--- config.mk ---
export PLATFORM = sky130hd
export DESIGN_NAME = mpc_out_stage
export DESIGN_NICKNAME = d
export VERILOG_FILES = /design/src/mpc_pkg.sv /design/src/mpc_out_stage.sv
export SDC_FILE = /design/constraint.sdc
export NUM_CORES = 1
export LEC_CHECK = 0
export BUFFER_PORTS_ARGS = -buffer_cell sky130_fd_sc_hd__buf_2
export CAP_MARGIN = 30
export CORE_UTILIZATION = 54
export DETAILED_ROUTE_END_ITERATION = 12
export GPL_TIMING_DRIVEN = 1
export PLACE_DENSITY = 0.78
export SYNTH_ARGS = -nofsm -noshare
export SYNTH_HDL_FRONTEND = slang
export SYNTH_SLANG_ARGS = --single-unit
--- constraint.sdc ---
create_clock -name sys_clk -period 6.4 [get_ports sys_clk]
set_clock_uncertainty 0.2 [all_clocks]
set_input_delay 0.64 -clock sys_clk [delete_from_list [all_inputs] [get_ports sys_clk]]
set_output_delay 0.64 -clock sys_clk [all_outputs]
set_load 0.05 [all_outputs]
--- src/mpc_pkg.sv ---
/*
 * Shared constants and types for the motor PWM correction and output stage.
 * Assumes a 32-bit AXI4-Lite register bus with one register per aligned word.
 */
`default_nettype none
package mpc_pkg;
    // Register byte offsets
    localparam logic [7:0] MPC_CTRL_OFS = 8'h00;
    localparam logic [7:0] MPC_DIR_OFS = 8'h04;
    localparam logic [7:0] MPC_OVR_OFS = 8'h08;
    localparam logic [7:0] MPC_POL_OFS = 8'h0C;
    localparam logic [7:0] MPC_DT_OFS = 8'h10;
    localparam logic [7:0] MPC_STAT_OFS = 8'h14;

    // Control register field positions
    localparam int MPC_CTRL_EN_BIT = 0;
    localparam int MPC_CTRL_INDEPENDENT_CHANNELS_OPTION_BIT = 1;
    localparam int MPC_CTRL_CENTER_BIT = 2;
    localparam int MPC_CTRL_SENSE_LSB = 3;
    // Override register: six pin bits low, enable at the top
    localparam int MPC_OVR_EN_BIT = 7;
    // Polarity register: top and bottom inversion
    localparam int MPC_POL_TOP_BIT = 0;
    localparam int MPC_POL_BOT_BIT = 1;

    // Reset values
    localparam logic [7:0] MPC_DT_RST = 8'h00;
    localparam logic [2:0] MPC_SEL_RST = 3'h0;

    // AXI responses
    localparam logic [1:0] MPC_RESP_OKAY = 2'h0;
    localparam logic [1:0] MPC_RESP_SLVERR = 2'h2;

    // Correction method codes
    typedef enum logic [1:0] {
        MPC_SNS_SW0 = 2'h0,
        MPC_SNS_SW1 = 2'h1,
        MPC_SNS_DEAD = 2'h2,
        MPC_SNS_EDGE = 2'h3
    } mpc_sense_t;

    // Control bits that steer the block
    typedef struct packed {
        mpc_sense_t sense_method_field;
        logic center_aligned;
        logic independent_channels_option;
        logic module_enable_bit;
    } mpc_ctrl_t;

    // Period timing pulses from the counter
    typedef struct packed {
        logic period_start;
        logic mid_cycle;
        logic cycle_end;
    } mpc_tick_t;
endpackage
`default_nettype wire

--- src/mpc_out_stage.sv ---
/*
 * Output stage of a six-channel motor PWM: top/bottom duty selection,
 * dead-time insertion, pin override and output polarity, with registers.
 * Assumes the counter supplies period pulses and raw generator levels,
 * and the duty logic consumes the pair selection it is given.
 */
// Summary of operation
// - Methods 00 and 01 select duty values from the software direction bits.
// - Method 10 latches each sense pin while both pair outputs are off.
// - At 0 or 100 percent duty no dead time, so old sense kept.
// - Method 11 latches at mid cycle (center) or cycle end (edge).
// - Top/bottom selection applies only to complementary pairs.
// - At each period start the latched value picks odd or even duty.
// - Direction bits and sense values are buffered to period boundaries.
// - The method field is unbuffered and acts immediately.
// - First period after enable with pin sensing uses duty registers 1,3,5.
// - Top inversion covers channels 1,3,5; bottom covers 2,4,6.
// - Positive polarity drives active high, negative drives active low.
// - Polarity options are write-once.
// - Override makes each pin follow its bit; independent 1 is active.
// - Override complementary: odd bit sets top, even bit allows complement.
// - Polarity still applies under override.
// - Complementary: odd override bits feed dead-time logic; pair never both active.
// - Even bit changes insert no dead time yet never violate it.
// - Override leaves generator and sensing running, only pins detached.
// - Override drives pins even while the module is disabled.
// - After override clears, generator drives pins from next period.
// - Dead time is an 8-bit count of clock cycles.
// - Sense or direction 0 selects odd duty, 1 selects even duty.
`timescale 1ns/1ns
`default_nettype none
module mpc_out_stage
    import mpc_pkg::*;
#(
    parameter int ADDR_W = 8
) (
    input wire logic sys_clk,
    input wire logic arst_n,
    input wire logic [ADDR_W-1:0] s_axi_awaddr,
    input wire logic s_axi_awvalid,
    output logic s_axi_awready,
    input wire logic [31:0] s_axi_wdata,
    input wire logic [3:0] s_axi_wstrb,
    input wire logic s_axi_wvalid,
    output logic s_axi_wready,
    output logic [1:0] s_axi_bresp,
    output logic s_axi_bvalid,
    input wire logic s_axi_bready,
    input wire logic [ADDR_W-1:0] s_axi_araddr,
    input wire logic s_axi_arvalid,
    output logic s_axi_arready,
    output logic [31:0] s_axi_rdata,
    output logic [1:0] s_axi_rresp,
    output logic s_axi_rvalid,
    input wire logic s_axi_rready,
    input wire mpc_tick_t tick,
    input wire logic [5:0] gen_pwm,
    input wire logic [2:0] phase_sense_pins,
    output logic [2:0] pair_use_even,
    output logic [5:0] pwm_pin
);
    // Software state
    mpc_ctrl_t ctrl_q;
    logic [2:0] sw_current_dir_bits_q;
    logic [5:0] pin_override_bits_q;
    logic pin_override_enable_q;
    logic top_invert_option_q;
    logic bottom_invert_option_q;
    logic pol_locked_q;
    logic [7:0] dead_time_q;

    // Bus state
    logic aw_held_q, w_held_q;
    logic [ADDR_W-1:0] aw_addr_q;
    logic [31:0] w_data_q;
    logic [3:0] w_strb_q;
    logic bvalid_q, rvalid_q;
    logic [1:0] bresp_q, rresp_q;
    logic [31:0] rdata_q;
    logic wr_fire;

    // Datapath state
    logic [2:0] sns_meta_q, sns_sync_q;
    logic [2:0] sense_lat_q;
    logic [2:0] sel_q;
    logic first_q;
    logic en_prev_q;
    logic ovr_hold_q;
    logic route_ovr;
    logic [5:0] act;
    logic [5:0] pwm_pin_q;
    logic [5:0] inv_mask;

    // Write channel: address and data taken in either order
    assign s_axi_awready = !aw_held_q && !bvalid_q;
    assign s_axi_wready = !w_held_q && !bvalid_q;
    assign wr_fire = aw_held_q && w_held_q && !bvalid_q;
    assign s_axi_bvalid = bvalid_q;
    assign s_axi_bresp = bresp_q;

    always_ff @(posedge sys_clk or negedge arst_n) begin
        if (!arst_n) begin
            aw_held_q <= 1'b0;
            w_held_q <= 1'b0;
            aw_addr_q <= '0;
            w_data_q <= 32'h0000_0000;
            w_strb_q <= 4'h0;
        end else begin
            if (s_axi_awvalid && s_axi_awready) begin
                aw_held_q <= 1'b1;
                aw_addr_q <= s_axi_awaddr;
            end else if (wr_fire) begin
                aw_held_q <= 1'b0;
            end
            if (s_axi_wvalid && s_axi_wready) begin
                w_held_q <= 1'b1;
                w_data_q <= s_axi_wdata;
                w_strb_q <= s_axi_wstrb;
            end else if (wr_fire) begin
                w_held_q <= 1'b0;
            end
        end
    end

    // Write response, held until the master accepts it
    always_ff @(posedge sys_clk or negedge arst_n) begin
        if (!arst_n) begin
            bvalid_q <= 1'b0;
            bresp_q <= MPC_RESP_OKAY;
        end else if (wr_fire) begin
            bvalid_q <= 1'b1;
            bresp_q <= (aw_addr_q[ADDR_W-1:2] > MPC_STAT_OFS[ADDR_W-1:2])
                ? MPC_RESP_SLVERR : MPC_RESP_OKAY;
        end else if (s_axi_bready) begin
            bvalid_q <= 1'b0;
        end
    end

    // Register writes; only byte lane 0 carries fields
    always_ff @(posedge sys_clk or negedge arst_n) begin
        if (!arst_n) begin
            ctrl_q <= '0;
            sw_current_dir_bits_q <= 3'h0;
            pin_override_bits_q <= 6'h00;
            pin_override_enable_q <= 1'b0;
            dead_time_q <= MPC_DT_RST;
        end else if (wr_fire && w_strb_q[0]) begin
            case (aw_addr_q[ADDR_W-1:2])
                MPC_CTRL_OFS[ADDR_W-1:2]: begin
                    // Takes effect at once, mid-period included
                    ctrl_q <= w_data_q[4:0];
                end
                MPC_DIR_OFS[ADDR_W-1:2]: begin
                    sw_current_dir_bits_q <= w_data_q[2:0];
                end
                MPC_OVR_OFS[ADDR_W-1:2]: begin
                    pin_override_bits_q <= w_data_q[5:0];
                    pin_override_enable_q <= w_data_q[MPC_OVR_EN_BIT];
                end
                MPC_DT_OFS[ADDR_W-1:2]: begin
                    dead_time_q <= w_data_q[7:0];
                end
                default: begin
                end
            endcase
        end
    end

    // Polarity: first write locks it, a guard against gate-drive damage
    always_ff @(posedge sys_clk or negedge arst_n) begin
        if (!arst_n) begin
            top_invert_option_q <= 1'b0;
            bottom_invert_option_q <= 1'b0;
            pol_locked_q <= 1'b0;
        end else if (wr_fire && w_strb_q[0] && !pol_locked_q &&
                aw_addr_q[ADDR_W-1:2] == MPC_POL_OFS[ADDR_W-1:2]) begin
            top_invert_option_q <= w_data_q[MPC_POL_TOP_BIT];
            bottom_invert_option_q <= w_data_q[MPC_POL_BOT_BIT];
            pol_locked_q <= 1'b1;
        end
    end

    // Read channel, one outstanding read
    assign s_axi_arready = !rvalid_q;
    assign s_axi_rvalid = rvalid_q;
    assign s_axi_rdata = rdata_q;
    assign s_axi_rresp = rresp_q;

    always_ff @(posedge sys_clk or negedge arst_n) begin
        if (!arst_n) begin
            rvalid_q <= 1'b0;
            rdata_q <= 32'h0000_0000;
            rresp_q <= MPC_RESP_OKAY;
        end else if (s_axi_arvalid && s_axi_arready) begin
            rvalid_q <= 1'b1;
            rresp_q <= MPC_RESP_OKAY;
            rdata_q <= 32'h0000_0000;
            case (s_axi_araddr[ADDR_W-1:2])
                MPC_CTRL_OFS[ADDR_W-1:2]: rdata_q[4:0] <= ctrl_q;
                MPC_DIR_OFS[ADDR_W-1:2]: rdata_q[2:0] <= sw_current_dir_bits_q;
                MPC_OVR_OFS[ADDR_W-1:2]: begin
                    rdata_q[5:0] <= pin_override_bits_q;
                    rdata_q[MPC_OVR_EN_BIT] <= pin_override_enable_q;
                end
                MPC_POL_OFS[ADDR_W-1:2]: begin
                    rdata_q[MPC_POL_TOP_BIT] <= top_invert_option_q;
                    rdata_q[MPC_POL_BOT_BIT] <= bottom_invert_option_q;
                    rdata_q[7] <= pol_locked_q;
                end
                MPC_DT_OFS[ADDR_W-1:2]: rdata_q[7:0] <= dead_time_q;
                MPC_STAT_OFS[ADDR_W-1:2]: begin
                    rdata_q[2:0] <= sel_q;
                    rdata_q[5:3] <= sense_lat_q;
                    rdata_q[6] <= route_ovr;
                    rdata_q[7] <= first_q;
                end
                default: rresp_q <= MPC_RESP_SLVERR;
            endcase
        end else if (s_axi_rready) begin
            rvalid_q <= 1'b0;
        end
    end

    // Two-stage sense synchroniser; only the second stage is used
    always_ff @(posedge sys_clk or negedge arst_n) begin
        if (!arst_n) begin
            sns_meta_q <= 3'h0;
            sns_sync_q <= 3'h0;
        end else begin
            sns_meta_q <= phase_sense_pins;
            sns_sync_q <= sns_meta_q;
        end
    end

    // Sense latch; keeps running under override
    always_ff @(posedge sys_clk or negedge arst_n) begin
        if (!arst_n) begin
            sense_lat_q <= 3'h0;
        end else begin
            for (int i = 0; i < 3; i++) begin
                if (ctrl_q.sense_method_field == MPC_SNS_DEAD &&
                        ctrl_q.module_enable_bit &&
                        !act[2*i] && !act[2*i+1]) begin
                    sense_lat_q[i] <= sns_sync_q[i];
                end else if (ctrl_q.sense_method_field == MPC_SNS_EDGE &&
                        (ctrl_q.center_aligned ? tick.mid_cycle
                                               : tick.cycle_end)) begin
                    sense_lat_q[i] <= sns_sync_q[i];
                end
            end
        end
    end

    // First period after enable has nothing sensed yet
    always_ff @(posedge sys_clk or negedge arst_n) begin
        if (!arst_n) begin
            en_prev_q <= 1'b0;
            first_q <= 1'b0;
        end else begin
            en_prev_q <= ctrl_q.module_enable_bit;
            if (ctrl_q.module_enable_bit && !en_prev_q) begin
                first_q <= 1'b1;
            end else if (tick.period_start) begin
                first_q <= 1'b0;
            end
        end
    end

    // Selection buffered to the period start; 0 picks odd, 1 even
    always_ff @(posedge sys_clk or negedge arst_n) begin
        if (!arst_n) begin
            sel_q <= MPC_SEL_RST;
        end else if (tick.period_start) begin
            if (!ctrl_q.sense_method_field[1]) begin
                sel_q <= sw_current_dir_bits_q;
            end else if (first_q) begin
                sel_q <= 3'h0;
            end else begin
                sel_q <= sense_lat_q;
            end
        end
    end

    // Independent channels keep their own duty registers
    assign pair_use_even = ctrl_q.independent_channels_option
        ? 3'h0 : sel_q;

    // Override holds the pins until the next period after release
    always_ff @(posedge sys_clk or negedge arst_n) begin
        if (!arst_n) begin
            ovr_hold_q <= 1'b0;
        end else if (pin_override_enable_q) begin
            ovr_hold_q <= 1'b1;
        end else if (tick.period_start || !ctrl_q.module_enable_bit) begin
            ovr_hold_q <= 1'b0;
        end
    end
    assign route_ovr = pin_override_enable_q || ovr_hold_q;

    // Per pair: dead-time counter driven by the top input
    for (genvar p = 0; p < 3; p++) begin : g_pair
        logic top_in, top_prev_q, toggle, bot_ok;
        logic [7:0] dt_cnt_q;

        // Odd override bit or generator top feeds dead-time logic
        assign top_in = pin_override_enable_q ? pin_override_bits_q[2*p]
            : (!ovr_hold_q && ctrl_q.module_enable_bit && gen_pwm[2*p]);
        assign bot_ok = pin_override_enable_q ? pin_override_bits_q[2*p+1]
            : (!ovr_hold_q && ctrl_q.module_enable_bit);
        assign toggle = (top_in != top_prev_q) && (dead_time_q != 8'h00);

        always_ff @(posedge sys_clk or negedge arst_n) begin
            if (!arst_n) begin
                top_prev_q <= 1'b0;
                dt_cnt_q <= 8'h00;
            end else begin
                top_prev_q <= top_in;
                if (toggle) begin
                    dt_cnt_q <= dead_time_q - 8'h01;
                end else if (dt_cnt_q != 8'h00) begin
                    dt_cnt_q <= dt_cnt_q - 8'h01;
                end
            end
        end

        // Channel activity before polarity
        always_comb begin
            if (ctrl_q.independent_channels_option) begin
                act[2*p] = pin_override_enable_q ? pin_override_bits_q[2*p]
                    : (bot_ok && gen_pwm[2*p]);
                act[2*p+1] = pin_override_enable_q
                    ? pin_override_bits_q[2*p+1]
                    : (bot_ok && gen_pwm[2*p+1]);
            end else begin
                act[2*p] = top_in && !toggle && dt_cnt_q == 8'h00;
                // Even bit only gates; top must be off, so no overlap
                act[2*p+1] = bot_ok && !top_in && !toggle &&
                    dt_cnt_q == 8'h00;
            end
        end

    end

    // Polarity inversion mask: even index top, odd index bottom
    assign inv_mask = {3{bottom_invert_option_q, top_invert_option_q}};

    // Registered pins; polarity applies in every mode
    always_ff @(posedge sys_clk or negedge arst_n) begin
        if (!arst_n) begin
            pwm_pin_q <= 6'h00;
        end else begin
            pwm_pin_q <= act ^ inv_mask;
        end
    end
    assign pwm_pin = pwm_pin_q;
endmodule
`default_nettype wire

Word-level counts from Yosys, hierarchy flattened
Cells that the tools add are included.
{ "op_classes": {"addsub": 4, "n_lt_le_gt_ge": 1, "eq_ne": 14, "muxes": 50, "bitwise": 1, "reduce_logical": 95} }
{ "op_table": {"columns": ["op", "n"], "rows": [
  ["8-bit two-way mux", 6],
  ["1-bit logical AND", 47],
  ["8-bit nonzero test", 4],
  ["8-bit by 1-bit subtractor with 8-bit output, second input constant", 4],
  ["1-bit two-way mux", 30],
  ["6-bit by 2-bit equality test with 1-bit output, second input constant", 4],
  ["8-bit zero test", 3],
  ["2-bit nonzero test", 12],
  ["1-bit zero test", 20],
  ["6-bit by 3-bit equality test with 1-bit output, second input constant", 3],
  ["6-bit by 1-bit equality test with 1-bit output, second input constant", 2],
  ["6-bit zero test", 2],
  ["2-bit one-hot mux with 6 select lines", 1],
  ["2-bit two-way mux", 5],
  ["3-bit two-way mux", 3],
  ["2-bit one-hot mux with 4 select lines", 1],
  ["2-bit AND reduction", 4],
  ["6-bit by 3-bit greater-than comparator with 1-bit output, second input constant", 1],
  ["6-bit OR reduction", 1],
  ["6-bit bitwise XOR", 1],
  ["1-bit one-hot mux with 5 select lines", 1],
  ["2-bit equality test, second input constant", 2],
  ["1-bit one-hot mux with 4 select lines", 1],
  ["1-bit inequality test", 3],
  ["3 further kinds", 4]
]} }
{ "totals": {"ff_bits": 107, "inputBits": 71, "out_inout_bits": 50, "wordCells": 202} }

Logic depth before layout (Yosys ltp)
{ "logic_depth": {"ltp_word": 14, "depth_mapped": 7, "mapped_depth_nobuf": 7} }

Worst setup path after synthesis
No wires, ideal clock.
{ "synth_path": {"path_type": "reg2reg", "startpoint": "register bvalid_q (netlist: s_axi_bvalid)", "endpoint": "register w_data_q[0]", "setup_ns": 0.125, "arrival_ns": 2.243, "slack_ns": 3.832, "stages_incl_launch_ff": 5, "synth_period_minus_slack_ns": 2.568, "cell_sequence": "dfrtp_1 -> nor2_1 -> and2_1 -> clkbuf_1 -> mux2_2"} }
{ "synth_via": {"elab_chain_cells": 3} }
{ "synth_lines": {"columns": ["element", "line", "rtl"], "rows": [
  ["start: declaration", "mpc_out_stage.sv:77", "logic bvalid_q, rvalid_q;"],
  ["start signal: assignment", "mpc_out_stage.sv:128", "bvalid_q <= 1'b0;"],
  ["start signal: assignment", "mpc_out_stage.sv:131", "bvalid_q <= 1'b1;"],
  ["start signal: assignment", "mpc_out_stage.sv:135", "bvalid_q <= 1'b0;"],
  ["1-bit zero test", "mpc_out_stage.sv:96", "assign s_axi_wready = !w_held_q && !bvalid_q;"],
  ["1-bit logical AND", "mpc_out_stage.sv:96", null],
  ["net s_axi_wready", "mpc_out_stage.sv:45", "output logic s_axi_wready,"],
  ["1-bit logical AND", "mpc_out_stage.sv:115", "if (s_axi_wvalid && s_axi_wready) begin"],
  ["end signal: assignment", "mpc_out_stage.sv:117", "w_data_q <= s_axi_wdata;"],
  ["end: declaration", "mpc_out_stage.sv:75", "logic [31:0] w_data_q;"]
]} }
The timed path passes the listed nets, and every way through them passes these cells.
A chain may end at the register's enable or synchronous reset.

Worst setup path after layout
{ "layout_path": {"startpoint": "register dead_time_q[2]", "endpoint": "register pwm_pin_q[5] (netlist: pwm_pin[5])"} }
{ "layout_via": {"elab_chain_cells": 7} }
{ "layout_lines": {"columns": ["element", "line", "rtl"], "rows": [
  ["start: declaration", "mpc_out_stage.sv:70", "logic [7:0] dead_time_q;"],
  ["start signal: assignment", "mpc_out_stage.sv:161", "dead_time_q <= w_data_q[7:0];"],
  ["8-bit nonzero test", "mpc_out_stage.sv:310", "assign toggle = (top_in != top_prev_q) && (dead_time_q != 8'h00);"],
  ["1-bit logical AND", "mpc_out_stage.sv:310", null],
  ["1-bit zero test", "mpc_out_stage.sv:337", "act[2*p+1] = bot_ok && !top_in && !toggle &&"],
  ["1-bit logical AND (2 in series)", "mpc_out_stage.sv:337", null],
  ["2-bit two-way mux", "mpc_out_stage.sv:328", "if (ctrl_q.independent_channels_option) begin"],
  ["6-bit bitwise XOR", "mpc_out_stage.sv:352", "pwm_pin_q <= act ^ inv_mask;"],
  ["end signal: assignment", "mpc_out_stage.sv:352", null],
  ["end: declaration", "mpc_out_stage.sv:91", "logic [5:0] pwm_pin_q;"]
]} }
No other way between the ends.

==> flow_metrics.env <==
export IMPL_critPathArrivalTime_ns=2.64
export IMPL_grt_pass1_vias=3685
export IMPL_min_from="sns_meta_q[1]"
export IMPL_worst_path_stages=5
export IMPL_cpMostUsedCell="nand3_1"
export IMPL_period_share_pct=40.4
export IMPL_slew_violations=0
export IMPL_drt_iter0_drc=309
export IMPL_status="finished clean"
export IMPL_power_leakage_nw=2.81
export IMPL_dieArea_sq_mm=0.0102
export IMPL_cp_end_kind="flip-flop"
export IMPL_crit_path_max_fanout=14
export IMPL_cts_buffers=9
export IMPL_fin_nets=632
export IMPL_netlist_top_cells_count="dfrtp_1, mux2_2, nand2_1"
export IMPL_fp_dieW_microns=101
export IMPL_grtUsageTotal_pct=23.9
export IMPL_slowest_stage="nand3_1"
export IMPL_cpPeakStageDelay_ns=0.54
export IMPL_worstPathRequired_ns=6.45
export IMPL_vdd_ir_drop_max_mv=0.285
export IMPL_die_y_microns=101
export IMPL_async_flop_share_pct=100
export IMPL_ys_flop_type="dfrtp_1"
export IMPL_cp_start_kind="flip-flop"
export IMPL_yosysMostFrequentCell="dfrtp_1"
export IMPL_grt_pass1_wl_microns=18700
export IMPL_power_density_mw_per_mm2=431
export IMPL_fp_row_count=35
export IMPL_n_antenna_cell=0
export IMPL_insertion_delay_ns=0.39
export IMPL_pin_count=121
export IMPL_dpl_cell_count=669
export IMPL_drc_errors=0
export IMPL_grt_remaining_overflow=0
export IMPL_grt_max_degree=80
export IMPL_rr_worst_depth=5
export IMPL_via_per_inst=5.74
export IMPL_yosysSeqAreaShare_pct=48.5
export IMPL_ys_types=56
export IMPL_final_cells=687
export IMPL_setup_worst_path_class="reg2reg"
export IMPL_r2r_slack_ns=3.81
export IMPL_max_clock_freq_ghz=0.387
export IMPL_rsz0062_at_grt="false"
export IMPL_netlist_top_cells_area="dfrtp_1, mux2_2, buf_4"
export IMPL_cp_cell_sequence="nor4_1, nand3_1, nand3_1, a22oi_1, xnor2_1"
export IMPL_rr_startpoint="dead_time_q[2]"
export IMPL_area_delta_synth_final_pct=10.4
export IMPL_cts_sinks=103
export IMPL_max_slew_margin_pct=44.1
export IMPL_drt_first_pass_iters=4
export IMPL_min_path_type="reg2reg"
export IMPL_hpwl_microns=8160
export IMPL_ant_nets=0
export IMPL_nFillCells=768
export IMPL_fin_setup_tns_ns=0
export IMPL_synth_area_leader_cell="dfrtp_1"
export IMPL_syn_avg_cell_area_sq_um=10.8
export IMPL_tightest_slew_ns=0.831
export IMPL_clk_pin_slew_ns=0.12
export IMPL_report_final_hold_viol_count=0
export IMPL_holdPathEnd="sns_sync_q[1]"
export IMPL_clk_path_buf_depth=2
export IMPL_post_cts_buffers=0
export IMPL_synth_cell_area_sq_mm=0.00531
export IMPL_cts_root_buf="clkbuf_8"
export IMPL_seq_area_sq_mm=0.00258
export IMPL_synth_seq_cells=103
export IMPL_path_buf_inv=0
export IMPL_coreArea_sq_mm=0.00937
export IMPL_cts_tree="yes"
export IMPL_drive_gt1_share_pct=23.8
export IMPL_place_congestion=0.869
export IMPL_setup_violations=0
export IMPL_cts_htree_levels=3
export IMPL_port_buffers=63
export IMPL_synth_edf_count=0
export IMPL_fin_crit_ns=2.59
export IMPL_crit_family="simple AND/OR/NAND/NOR gates"
export IMPL_yosysTopAreaCellShare_pct=48.5
export IMPL_whs_ns=0.157
export IMPL_maxCapViolations=0
export IMPL_yosys_warnings=0
export IMPL_whs_path_depth=0
export IMPL_r2r_end="pwm_pin[5]"
export IMPL_wl_microns=11400
export IMPL_grt_antenna_before_repair=0
export IMPL_start_util_pct=56.7
export IMPL_ctsResizeCount=0
export IMPL_wl_per_cell_microns=16.6
export IMPL_multiInputGateArea_sq_mm=0.00249
export IMPL_netlist_instances=494
export IMPL_vias=3942
==> logic make-up after synthesis <==
family	share of synthesized area, %
flip-flops	48.5
multiplexers	13.0
AO/OA/AOI/OAI	11.4
AND/OR/NAND/NOR	14.4
other	0.0706
adder cells (fa/ha/maj)	1.88
XOR/XNOR	4.29
buffers and inverters	6.38
==> cells in the final DEF (no fill, tap or decap), types with 8 or more instances in the layout <==
master | netlist | layout
dfrtp_1 | 103 | 103
buf_2 | 4 | 62
nand2_1 | 42 | 42
mux2_2 | 42 | 42
o21ai_0 | 36 | 36
conb_1 | 1 | 26
nor2_1 | 21 | 21
inv_1 | 18 | 18
xnor2_1 | 18 | 18
mux2i_1 | 17 | 17
nand3_1 | 12 | 12
a21oi_1 | 9 | 9
clkbuf_8 | 0 | 9
nor4_1 | 8 | 8
xor2_1 | 8 | 8
ha_1 | 8 | 8
==> worst max-delay path by stage <==
stage / to / start
2_1_floorplan: w_data_q[0] / s_axi_bvalid
3_5_place_dp: s_axi_rdata[7] / s_axi_araddr[4]
6_report: pwm_pin[5] / dead_time_q[2]
5_1_grt: pwm_pin[5] / dead_time_q[2]
4_1_cts: pwm_pin[5] / dead_time_q[2]
3_3_place_gp: s_axi_rdata[7] / s_axi_araddr[4]
==> metrics by stage <==
step	setup WS [ns]	cell area, sq um	power, mW	util [%]
2_1_floorplan	3.83	5410	1.82	-
3_3_place_gp	3.75	5620	2.05	60.0
3_5_place_dp	3.72	5620	2.09	60.0
4_1_cts	3.85	5850	2.52	62.4
5_1_grt	3.68	5870	2.69	62.6
6_report	3.81	5870	2.53	62.6
==> what timing repair did <==
action,CTS,global route
setup endpoints to repair,0,0
endpoints found under the hold margin,24,0
hold buffers,1,0
==> area by class of cell <==
type / instances / area share (%)
tap: 129 / 2.75
inverter: 18 / 1.15
clock buffer: 9 / 2.11
clock inverter: 7 / 1.56
multi-input combinational: 355 / 42.4
timing repair buffer: 66 / 6.06
sequential: 103 / 43.9
==> worst reg2reg max path, delay by kind of cell (launching register included) <==
family                    cells  cell delay (ns)
and+or+nand+nor               3             1.42
DFF                           1             0.50
AOI/OAI and AO/OA             1             0.17
xor gates and xnor gates      1             0.17
==> state kept, by name (all words and copies together), names as in the netlist, 3 cells and up <==
register               flops
w_data_q                   8
sns_sync_q                 3
sns_meta_q                 3
dead_time_q                8
pwm_pin                    6
pin_override_bits_q        6
g_pair.dt_cnt_q           24
sense_lat_q                3
sw_current_dir_bits_q      3
sel_q                      3
ctrl_q                     5
aw_addr_q                  6
g_pair.top_prev_q          3
s_axi_rdata                8
==> power breakdown <==
part / internal (mW) / switching [mW]
registers: 0.876 / 0.277
clock network: 0.161 / 0.268
logic: 0.383 / 0.561
==> metal layers <==
metal  share of wire (%)  global-route usage, %
met1                  46                   35.7
met2                  45                   34.6
met3                 7.8                   4.83
met4                 2.1                   9.14
met5                   0                      0
(Power assumes the default switching activity.)
